<file path="src/design/cwb_pkg.sv">
// Shared types and timing constants of the CAN wake and bias control block.
package cwb_pkg;
  localparam int unsigned CLK_MHZ = 200;
  // Wake filter: one 2 us bit at 500 kbps or two 1 us bits at 1 Mbps must pass.
  localparam int unsigned WK_FILTER_NS = 1000;
  localparam int unsigned WK_FILTER_CYC = (WK_FILTER_NS * CLK_MHZ) / 1000;
  localparam int unsigned WK_TIMEOUT_US = 1800;
  localparam int unsigned WK_TIMEOUT_CYC = WK_TIMEOUT_US * CLK_MHZ;
  localparam int unsigned SILENCE_US = 600000;
  localparam int unsigned SILENCE_CYC = SILENCE_US * CLK_MHZ;
  localparam int unsigned CNT_W = 32;

  typedef enum logic [2:0] {
    CWB_MODE_NORMAL = 3'h0,
    CWB_MODE_SILENT = 3'h1,
    CWB_MODE_STANDBY = 3'h2,
    CWB_MODE_GOTOSLEEP = 3'h3,
    CWB_MODE_SLEEP = 3'h4
  } cwb_mode_e;

  typedef enum logic [1:0] {
    CWB_BIAS_OFF = 2'h0,
    CWB_BIAS_AUTO_INACTIVE = 2'h1,
    CWB_BIAS_AUTO_ACTIVE = 2'h2,
    CWB_BIAS_ACTIVE = 2'h3
  } cwb_bias_e;

  typedef enum logic [1:0] {
    CWB_WK_IDLE = 2'h0,
    CWB_WK_DOM1 = 2'h1,
    CWB_WK_REC = 2'h2,
    CWB_WK_DOM2 = 2'h3
  } cwb_wake_e;

  // Comparator results: *_low is below the falling level, *_high above the rising one.
  typedef struct packed {
    logic battery_low;
    logic battery_high;
    logic transceiver_low;
    logic transceiver_high;
    logic io_low;
    logic io_high;
  } cwb_supply_s;

  typedef struct packed {
    logic dominant;
    logic rx_level;
    logic rx_oe;
  } cwb_line_s;
endpackage : cwb_pkg

</file>
<file path="src/design/cwb_ctrl.sv">
// Wake detection, autonomous bias state machine and driver/receiver gating.
`timescale 1ns/1ps
`default_nettype none

// Operation
// Wake needs dominant, recessive, dominant filtered phases.
// Phases under minimum filter never count.
// Phases over maximum filter always count.
// Pattern must finish within timeout, else reset.
// Remote node resumes recessive after dominant timeout.
// Filter passes 500 kbps bit or two 1 Mbps.
// Local wake on either wake input edge.
// Local wake on in sleep, off in normal.
// Battery undervoltage forces off; recovery to inactive.
// Inactive grounds bus; remote wake goes active.
// Silence expiry in low power drops to inactive.
// Leaving normal picks bias by silence time.
// Supply undervoltage drops active to autonomous active.
// Normal request with low supply gives autonomous.
// Active state only entering normal, supplies good.
// Transmit low before standby exit blocks driver.
// Normal: low transmit drives dominant, receive passes.
// Silent: driver off, receiver works.
// Standby: receive high unless wake pending.
// Second dominant drives receive low once I/O valid.
// Dominant is logic low on transmit and receive.
// Filter, timeout, silence are build-time counts.
// Detector ignores traffic, resets on timeout or mode.
module cwb_ctrl #(
  parameter int unsigned FILTER_CYCLES = cwb_pkg::WK_FILTER_CYC,
  parameter int unsigned TIMEOUT_CYCLES = cwb_pkg::WK_TIMEOUT_CYC,
  parameter int unsigned SILENCE_CYCLES = cwb_pkg::SILENCE_CYC
) (
  input wire logic sys_clk,
  input wire logic rst,
  input wire cwb_pkg::cwb_mode_e mode,
  input wire cwb_pkg::cwb_supply_s supply,
  input wire logic bus_dominant,
  input wire logic tx_data,
  input wire logic wake_pin,
  output cwb_pkg::cwb_bias_e bias_state,
  output cwb_pkg::cwb_line_s line,
  output logic wake_request_flag,
  output logic remote_wake_pattern,
  output logic local_wake_request,
  output logic transmit_stuck_low_guard
);
  import cwb_pkg::*;

  // Count limits are fixed at build time through the parameters.
  localparam logic [CNT_W-1:0] FILT_MAX = CNT_W'(FILTER_CYCLES);
  localparam logic [CNT_W-1:0] TMO_MAX = CNT_W'(TIMEOUT_CYCLES);
  localparam logic [CNT_W-1:0] SIL_MAX = CNT_W'(SILENCE_CYCLES);

  function automatic logic is_low_power(input cwb_mode_e m);
    is_low_power = (m == CWB_MODE_STANDBY) || (m == CWB_MODE_GOTOSLEEP)
                   || (m == CWB_MODE_SLEEP);
  endfunction : is_low_power

  function automatic logic [CNT_W-1:0] sat_inc(input logic [CNT_W-1:0] v,
                                               input logic [CNT_W-1:0] lim);
    sat_inc = (v >= lim) ? lim : v + CNT_W'(1);
  endfunction : sat_inc

  cwb_wake_e wk_q;
  cwb_bias_e bias_q;
  cwb_mode_e mode_q;
  logic [CNT_W-1:0] filt_q;
  logic [CNT_W-1:0] tmo_q;
  logic [CNT_W-1:0] sil_q;
  logic bus_q;
  logic wake_pin_q;
  logic wake_pend_q;
  logic rwk_q;
  logic lwk_q;
  logic tx_low_seen_q;
  logic guard_q;
  logic sep_q;
  logic low_power;
  logic filtered;
  logic timed_out;
  logic silence_exp;
  logic supplies_low;
  logic supplies_good;
  logic remote_hit;
  logic local_hit;

  assign low_power = is_low_power(mode);
  // A phase counts only once the bus held one state for the full filter count,
  // so shorter phases are never seen and longer ones always are.
  assign filtered = (filt_q >= FILT_MAX) && (bus_q == bus_dominant);
  assign timed_out = (wk_q != CWB_WK_IDLE) && (tmo_q >= TMO_MAX);
  assign silence_exp = (sil_q >= SIL_MAX);
  assign supplies_low = supply.transceiver_low || supply.io_low;
  assign supplies_good = supply.transceiver_high && supply.io_high;
  assign remote_hit = (wk_q == CWB_WK_DOM2) && filtered && bus_dominant && !timed_out;
  // Either edge of the wake input is a request; off in normal and silent.
  assign local_hit = low_power && (wake_pin != wake_pin_q);

  always_ff @(posedge sys_clk or posedge rst)
  begin
    if (rst)
    begin
      bus_q <= 1'b0;
      filt_q <= '0;
    end
    else
    begin
      bus_q <= bus_dominant;
      if (bus_dominant != bus_q)
        filt_q <= CNT_W'(1);
      else
        filt_q <= sat_inc(filt_q, FILT_MAX);
    end
  end

  // Three filtered phases in order; other traffic is ignored between them,
  // and only a timeout or leaving the low-power modes resets the hunt.
  always_ff @(posedge sys_clk or posedge rst)
  begin
    if (rst)
      wk_q <= CWB_WK_IDLE;
    else if (!low_power || timed_out)
      wk_q <= CWB_WK_IDLE;
    else
    begin
      unique case (wk_q)
        CWB_WK_IDLE:
        begin
          if (filtered && bus_dominant && !sep_q)
            wk_q <= CWB_WK_DOM1;
        end
        CWB_WK_DOM1:
        begin
          if (filtered && !bus_dominant)
            wk_q <= CWB_WK_REC;
        end
        CWB_WK_REC:
        begin
          if (filtered && bus_dominant)
            wk_q <= CWB_WK_DOM2;
        end
        CWB_WK_DOM2:
        begin
          wk_q <= CWB_WK_IDLE;
        end
      endcase
    end
  end

  // Set when the window runs out on a dominant bus, so that a dominant phase
  // begun before the timeout can never open the next pattern.
  always_ff @(posedge sys_clk or posedge rst)
  begin
    if (rst)
      sep_q <= 1'b0;
    else if (timed_out && bus_dominant)
      sep_q <= 1'b1;
    else if (!low_power || (filtered && !bus_dominant))
      sep_q <= 1'b0;
  end

  // The window opens with the first filtered dominant phase. After a timeout
  // with the bus still dominant, the counter restarts only after a fresh
  // filtered recessive, which the remote node must supply.
  always_ff @(posedge sys_clk or posedge rst)
  begin
    if (rst)
      tmo_q <= '0;
    else if (wk_q == CWB_WK_IDLE)
      tmo_q <= '0;
    else
      tmo_q <= sat_inc(tmo_q, TMO_MAX);
  end

  always_ff @(posedge sys_clk or posedge rst)
  begin
    if (rst)
    begin
      wake_pin_q <= 1'b0;
      rwk_q <= 1'b0;
      lwk_q <= 1'b0;
    end
    else
    begin
      wake_pin_q <= wake_pin;
      rwk_q <= (wk_q == CWB_WK_DOM1 || wk_q == CWB_WK_REC) ? 1'b0 : remote_hit;
      lwk_q <= local_hit;
    end
  end

  // Pending wake is set by either source and cleared on entering normal mode;
  // a new wake in the clearing cycle wins.
  always_ff @(posedge sys_clk or posedge rst)
  begin
    if (rst)
      wake_pend_q <= 1'b0;
    else if (remote_hit || local_hit)
      wake_pend_q <= 1'b1;
    else if (mode == CWB_MODE_NORMAL)
      wake_pend_q <= 1'b0;
  end

  // Bus inactivity timer; any dominant bus restarts it.
  always_ff @(posedge sys_clk or posedge rst)
  begin
    if (rst)
      sil_q <= '0;
    else if (bus_dominant)
      sil_q <= '0;
    else
      sil_q <= sat_inc(sil_q, SIL_MAX);
  end

  always_ff @(posedge sys_clk or posedge rst)
  begin
    if (rst)
      bias_q <= CWB_BIAS_OFF;
    else if (supply.battery_low)
      bias_q <= CWB_BIAS_OFF;
    else
    begin
      unique case (bias_q)
        CWB_BIAS_OFF:
        begin
          if (supply.battery_high)
            bias_q <= CWB_BIAS_AUTO_INACTIVE;
        end
        CWB_BIAS_AUTO_INACTIVE:
        begin
          if (remote_hit)
            bias_q <= CWB_BIAS_AUTO_ACTIVE;
          else if (!low_power && supplies_low)
            bias_q <= CWB_BIAS_AUTO_ACTIVE;
          else if (mode == CWB_MODE_NORMAL && supplies_good)
            bias_q <= CWB_BIAS_ACTIVE;
          else if (!low_power)
            bias_q <= CWB_BIAS_AUTO_ACTIVE;
        end
        CWB_BIAS_AUTO_ACTIVE:
        begin
          if (low_power && silence_exp)
            bias_q <= CWB_BIAS_AUTO_INACTIVE;
          else if (mode == CWB_MODE_NORMAL && supplies_good && !supplies_low)
            bias_q <= CWB_BIAS_ACTIVE;
        end
        CWB_BIAS_ACTIVE:
        begin
          if (supplies_low)
            bias_q <= CWB_BIAS_AUTO_ACTIVE;
          else if (low_power)
            bias_q <= silence_exp ? CWB_BIAS_AUTO_INACTIVE
                                  : CWB_BIAS_AUTO_ACTIVE;
        end
      endcase
    end
  end

  // Transmit input low while still in standby arms the guard on leaving the
  // low-power modes; a stuck-low input cannot then jam the bus. The guard lifts
  // at the first recessive transmit level.
  always_ff @(posedge sys_clk or posedge rst)
  begin
    if (rst)
    begin
      mode_q <= CWB_MODE_SLEEP;
      tx_low_seen_q <= 1'b0;
      guard_q <= 1'b0;
    end
    else
    begin
      mode_q <= mode;
      if (low_power)
        tx_low_seen_q <= !tx_data;
      if (tx_data)
        guard_q <= 1'b0;
      else if (is_low_power(mode_q) && !low_power && tx_low_seen_q)
        guard_q <= 1'b1;
    end
  end

  // Driver and receiver outputs follow the mode; dominant is logic low.
  always_ff @(posedge sys_clk or posedge rst)
  begin
    if (rst)
      line <= '{dominant: 1'b0, rx_level: 1'b1, rx_oe: 1'b0};
    else
    begin
      line.dominant <= (mode == CWB_MODE_NORMAL) && (bias_q == CWB_BIAS_ACTIVE)
                       && !tx_data && !guard_q && !(guard_q == 1'b0 &&
                       is_low_power(mode_q) && tx_low_seen_q);
      // Receive output is driven only with a valid I/O supply, which defers
      // the wake indication until that supply rises.
      line.rx_oe <= supply.io_high && !supply.battery_low;
      unique case (mode)
        CWB_MODE_NORMAL, CWB_MODE_SILENT:
          line.rx_level <= !bus_dominant;
        CWB_MODE_STANDBY:
          line.rx_level <= !wake_pend_q;
        default:
          line.rx_level <= 1'b1;
      endcase
    end
  end

  assign bias_state = bias_q;
  assign wake_request_flag = wake_pend_q;
  assign remote_wake_pattern = rwk_q;
  assign local_wake_request = lwk_q;
  assign transmit_stuck_low_guard = guard_q;
endmodule : cwb_ctrl

`default_nettype wire

</file>
<file path="config.mk">
export PLATFORM = sky130hd
export DESIGN_NAME = cwb_ctrl
export DESIGN_NICKNAME = d
export VERILOG_FILES = /design/src/design/cwb_pkg.sv /design/src/design/cwb_ctrl.sv
export SDC_FILE = /design/constraint.sdc
export NUM_CORES = 1
export LEC_CHECK = 0
export ABC_AREA = 0
export BUFFER_PORTS_ARGS = -buffer_cell sky130_fd_sc_hd__buf_4
export CAP_MARGIN = 40
export CORE_MARGIN = 10
export CORE_UTILIZATION = 35
export CTS_CLUSTER_SIZE = 16
export DETAILED_ROUTE_END_ITERATION = 6
export SLEW_MARGIN = 10
export SYNTH_ARGS = -nofsm -noshare
export SYNTH_HDL_FRONTEND = slang
export SYNTH_SLANG_ARGS = --single-unit
</file>
<file path="constraint.sdc">
create_clock -name sys_clk -period 4 [get_ports sys_clk]
set_input_delay 0.4 -clock sys_clk [delete_from_list [all_inputs] [get_ports sys_clk]]
set_output_delay 0.4 -clock sys_clk [all_outputs]
set_load 0.1 [all_outputs]
</file>
; ---- Word level (Yosys, flattened, before mapping)
; Cells that the tools add are included.
; W data, S select, Z words.
[word_totals]
reg_bits = 114
inputBits = 14
word_cells = 131
output_inout_bits = 9
[classes]
n_reduce_logical = 53
bitwise = 1
eq_ne = 23
addsub = 3
magnitude_cmp = 3
n_mux = 31
[ops]
columns = cell, count
row1 = $mux W32, 6
row2 = $add A32 B1 Y32 const B, 3
row3 = $ge A32 B19 Y1 const B, 1
row4 = $ge A32 B27 Y1 const B, 1
row5 = $ge A32 B8 Y1 const B, 1
row6 = $mux W2, 15
row7 = $logic_and A1 B1 Y1, 24
row8 = $pmux W2 S4, 2
row9 = $eq A3 B2 Y1 const B, 4
row10 = $ne A3 B3 Y1 const B, 4
row11 = $logic_not A1 Y1, 10
row12 = $logic_or A1 B1 Y1, 9
row13 = $eq A2 B2 Y1 const B, 4
row14 = $ne A4 B4 Y1 const B, 2
row15 = $reduce_bool A2 Y1, 4
row16 = $mux W1, 7
row17 = $eq A3 B3 Y1 const B, 2
row18 = $ne A6 B6 Y1 const B, 1
row19 = $eq A2 B1 Y1 const B, 2
row20 = $logic_not A2 Y1, 2
row21 = $reduce_and A4 Y1, 1
row22 = $eq A3 B1 Y1 const B, 1
row23 = $logic_not A3 Y1, 1
row24 = $reduce_and A3 Y1, 1
row25 = other kinds (5), 6

; ---- Longest topological paths before layout
[logic_depth]
ltp_word = 9
mapped_depth = 7

; ---- Worst setup path after synthesis
; Ideal clock, no wire load.
[synth_timing]
kind = reg2reg
startpoint = register bias_q[1] (netlist: bias_state[1])
endpoint = register bias_q[0] (netlist: bias_state[0])
setup_time_ns = 0.099
path_slack_ns = 1.973
required_ns = 3.901
arrival_time_ns = 1.927
stages_incl_launch_ff = 6
period_less_slack_ns = 2.027
path_cell_list = dfrtp_1 > clkbuf_1 > inv_1 > nor3_1 > o21ai_0 > a311oi_1
[synth_between]
elab_chain_len = 3
[synth_lines]
columns = element, line
row1 = start: declaration, cwb_ctrl.sv:66  ; cwb_bias_e bias_q;
row2 = start signal: assignment, cwb_ctrl.sv:252  ; bias_q <= silence_exp ? CWB_BIAS_AUTO_INACTIVE
row3 = "$eq A2 B1 Y1, or another cell as far along", cwb_ctrl.sv:223  ; unique case (bias_q)
row4 = "$ne A6 B6 Y1 (no source line), or another cell as far along", -
row5 = $reduce_and A4 Y1 (no source line) or $mux W2 (tied branches), -
; Several ways; a longest one is shown, not always the timed one.
; A chain may end at the register's enable or synchronous reset.

; ---- Worst setup path in the final report
[layout_timing]
startpoint = register tmo_q[17]
endpoint = register tmo_q[7]
[layout_between]
elab_chain_len = 3
[layout_lines]
columns = element, line
row1 = start: declaration, cwb_ctrl.sv:69  ; logic [CNT_W-1:0] tmo_q;
row2 = start signal: assignment, cwb_ctrl.sv:173  ; tmo_q <= sat_inc(tmo_q, TMO_MAX);
row3 = $ge A32 B19 Y1, cwb_ctrl.sv:62  ; sat_inc = (v >= lim) ? lim : v + CNT_W'(1);
row4 = $mux W32, cwb_ctrl.sv:62
row5 = $mux W32, cwb_ctrl.sv:170  ; else if (wk_q == CWB_WK_IDLE)
; No other way between the ends.

==> reports/qor.yml <==
p_sw_w: 0.000777
vias: 3246
crit_arrival_ns: 2.25
slowest_stage: "dfrtp_1"
drt_iter0_markers: 183
synth_top_cell_area_share_pct: 57.2
dp.cells: 655
yosys.area.top_type: "dfrtp_1"
drc: 0
routed_wl_um: 8650
fin_crit_ns: 1.91
die_y_um: 138
fin_setup_tns_ns: 0
placed_area_sq_um: 5400
clk_pin_slew_worst_paths_ns: 0.06
floorplan.rows: 43
finalSetupViolCount: 0
hold_class: "in2reg"
yosysSeqAreaShare_pct: 58.3
end_kind: "register"
cts_root_buf: "clkbuf_16"
layout.cells.non_filler: 687
grt_pass1_wl_um: 15000
io_buffer_count: 22
synthCells: 422
clkPwrFrac_pct: 50.3
dr.pass1.iters: 4
cts_resized: 0
power_density_nw_per_um2: 514
cap_violations: 0
cts_buffers: 17
synth_area_sq_um: 4900
wl_per_cell_um: 12.6
area_growth_pct: 22.9
p_leak_nw: 2.67
crit_path_start_kind: "register"
cpPeakStageDelay_ns: 0.41
design_area_sq_um: 6020
gr-total-overflow: 0
crit_chain: "a211oi_1 -> and4_1 -> and3_1 -> nand2b_1 -> nor2_1"
dp_hpwl_um: 6040
pwr-share-seq_pct: 41.7
p_comb_share_pct: 8.0
cts_tree: "done"
rsz0062_at_grt: "no"
finalCritPeriodShare_pct: 47.8
cp_data_required_time_ns: 4.33
finalCoreUtilization_pct: 43.7
grt_start_max_net_pins: 65
clock_latency_ns: 0.41
grt_usage_pct: 9.38
hold_violations: 0
r2r_slack_ns: 2.09
final_nets: 518
io-pin-count: 23
hold_buffers: 0
initial_core_util_pct: 35.6
antennaDiodeCount: 0
core_sq_um: 13800
synthArstFlopShare_pct: 100
grt_pass1_vias: 3210
antenna_found_initial: 0
cts_setup_buffers: 0
dieArea_sq_um: 19100
synth.distinct_cells: 61
swShare_pct: 25.1
timing.fmax_mhz: 523
skew_ns: 0.00636
ir_drop_uv: 297
synth_edf_count: 0
synth_area_leaders: "dfrtp_1, xor2_1, nor2_1, xnor2_1, nand3_1"
intPower_w: 0.00232
clk_path_buf_depth: 2
critPathKind: "reg2reg"
drive_gt1_share_pct: 16.4
routabilityCongestion: 0.833
die_w_um: 138
cp_num_buf_inv: 0
worst-slew-pin-transition_ns: 0.741
yosys_most_used_dff: "dfrtp_1"
ant_nets: 0
viasPerCell: 4.72
synth.avg_cell_area_sq_um: 11.6
status: "completed"
ys_ff_latch: 114
path_delay_family: "simple AND/OR/NAND/NOR gates"
cp_max_fo: 11
maxSlewViolCount: 0
slew_headroom_pct: 50.6
cts.sinks: 114
htreeDepth: 4
ys.warnings.count: 0
==> final timing paths <==
path / start / end / depth (start not counted)
min: wake_pin / wake_pin_q / 1
max: tmo_q[17] / tmo_q[7] / 5
min reg2reg: tmo_q[0] / tmo_q[0] / 1
max in group asynchronous: rst / line[1] / 3
max reg2reg: tmo_q[17] / tmo_q[7] / 5
min in group asynchronous: rst / tmo_q[27] / 2
==> per-stage QoR <==
step           hold WS [ns]  total power [W]  setup slack (ns)
2_1_floorplan         0.404          0.00149             0.588
3_3_place_gp          0.499          0.00155              2.13
3_5_place_dp          0.499          0.00156              2.08
4_1_cts               0.102          0.00313              2.09
5_1_grt               0.102          0.00323              1.90
6_report              0.120          0.00309              2.09
==> per-layer routing <==
layer | GRT usage [%] | vias to the layer above | wire length [um]
li1 | - | 1582 | -
met1 | 11.4 | 1596 | 4140
met2 | 14.6 | 53 | 4090
met3 | 3.05 | 15 | 297
met4 | 4.77 | 0 | 125
met5 | 0 | - | 0
==> area by class of cell <==
type	count	area, sq um
fill	1299	7750
timing repair buffer	24	180
clock inverter	14	180
clock buffer	18	439
sequential	114	2860
tap	180	225
inverter	19	73.8
multi-input combinational	318	2060
==> sequential cells by signal, indices dropped and copies added (netlist names) <==
name / flops
bias_state: 2
bus_q: 1
filt_q: 32
line: 3
local_wake_request: 1
mode_q: 3
remote_wake_pattern: 1
sep_q: 1
sil_q: 32
tmo_q: 32
transmit_stuck_low_guard: 1
tx_low_seen_q: 1
wake_pin_q: 1
wake_request_flag: 1
wk_q: 2
==> power groups by stage <==
stage          Combinational, W  Sequential (W)  Clock [W]
4_1_cts                0.000252         0.00129    0.00159
2_1_floorplan          0.000148         0.00134          0
3_3_place_gp           0.000246         0.00131          0
6_report               0.000247         0.00129    0.00156
3_5_place_dp           0.000250         0.00131          0
5_1_grt                0.000277         0.00130    0.00165
==> kinds of logic after synthesis <==
| family | count (synthesis) | share of synthesized area (%) |
|---|---|---|
| AOI/OAI and AO/OA | 53 | 7.64 |
| xor gates and xnor gates | 50 | 8.94 |
| adders and majority gates | 10 | 2.55 |
| buffers and inverters | 31 | 2.71 |
| DFF | 114 | 58.3 |
| muxes | 5 | 1.07 |
| other | 1 | 0.0766 |
| and+or+nand+nor | 158 | 18.7 |
==> cells in the final DEF (no fill, tap or decap), drive strengths merged, types with 3 or more instances in the layout <==
cell type and instances:
dfrtp 112, nor2 49, conb 42, xor2 33
nand3 26, buf 24, a21oi 24, inv 22
clkbuf 18, xnor2 17, nand2 15, and3 14
nand4 13, nor4 12, ha 10, nor3 7
clkinv 6, o21ai 6, or4 4, and4 3
nor2b 3, mux2i 3, bufinv 3, o31ai 3
==> synthesized netlist by cell type, types with 4 or more instances <==
cell type / number
dfrtp_1: 112
and3_1: 14
nand3_1: 26
buf_2: 4
clkbuf_1: 6
ha_1: 10
nor2_1: 42
a21oi_1: 22
inv_1: 19
xor2_1: 33
nor2_2: 7
o21ai_0: 4
nor4_1: 9
nor3_1: 6
nand4_1: 12
nand2_1: 14
xnor2_1: 17
(Power assumes the default switching activity.)
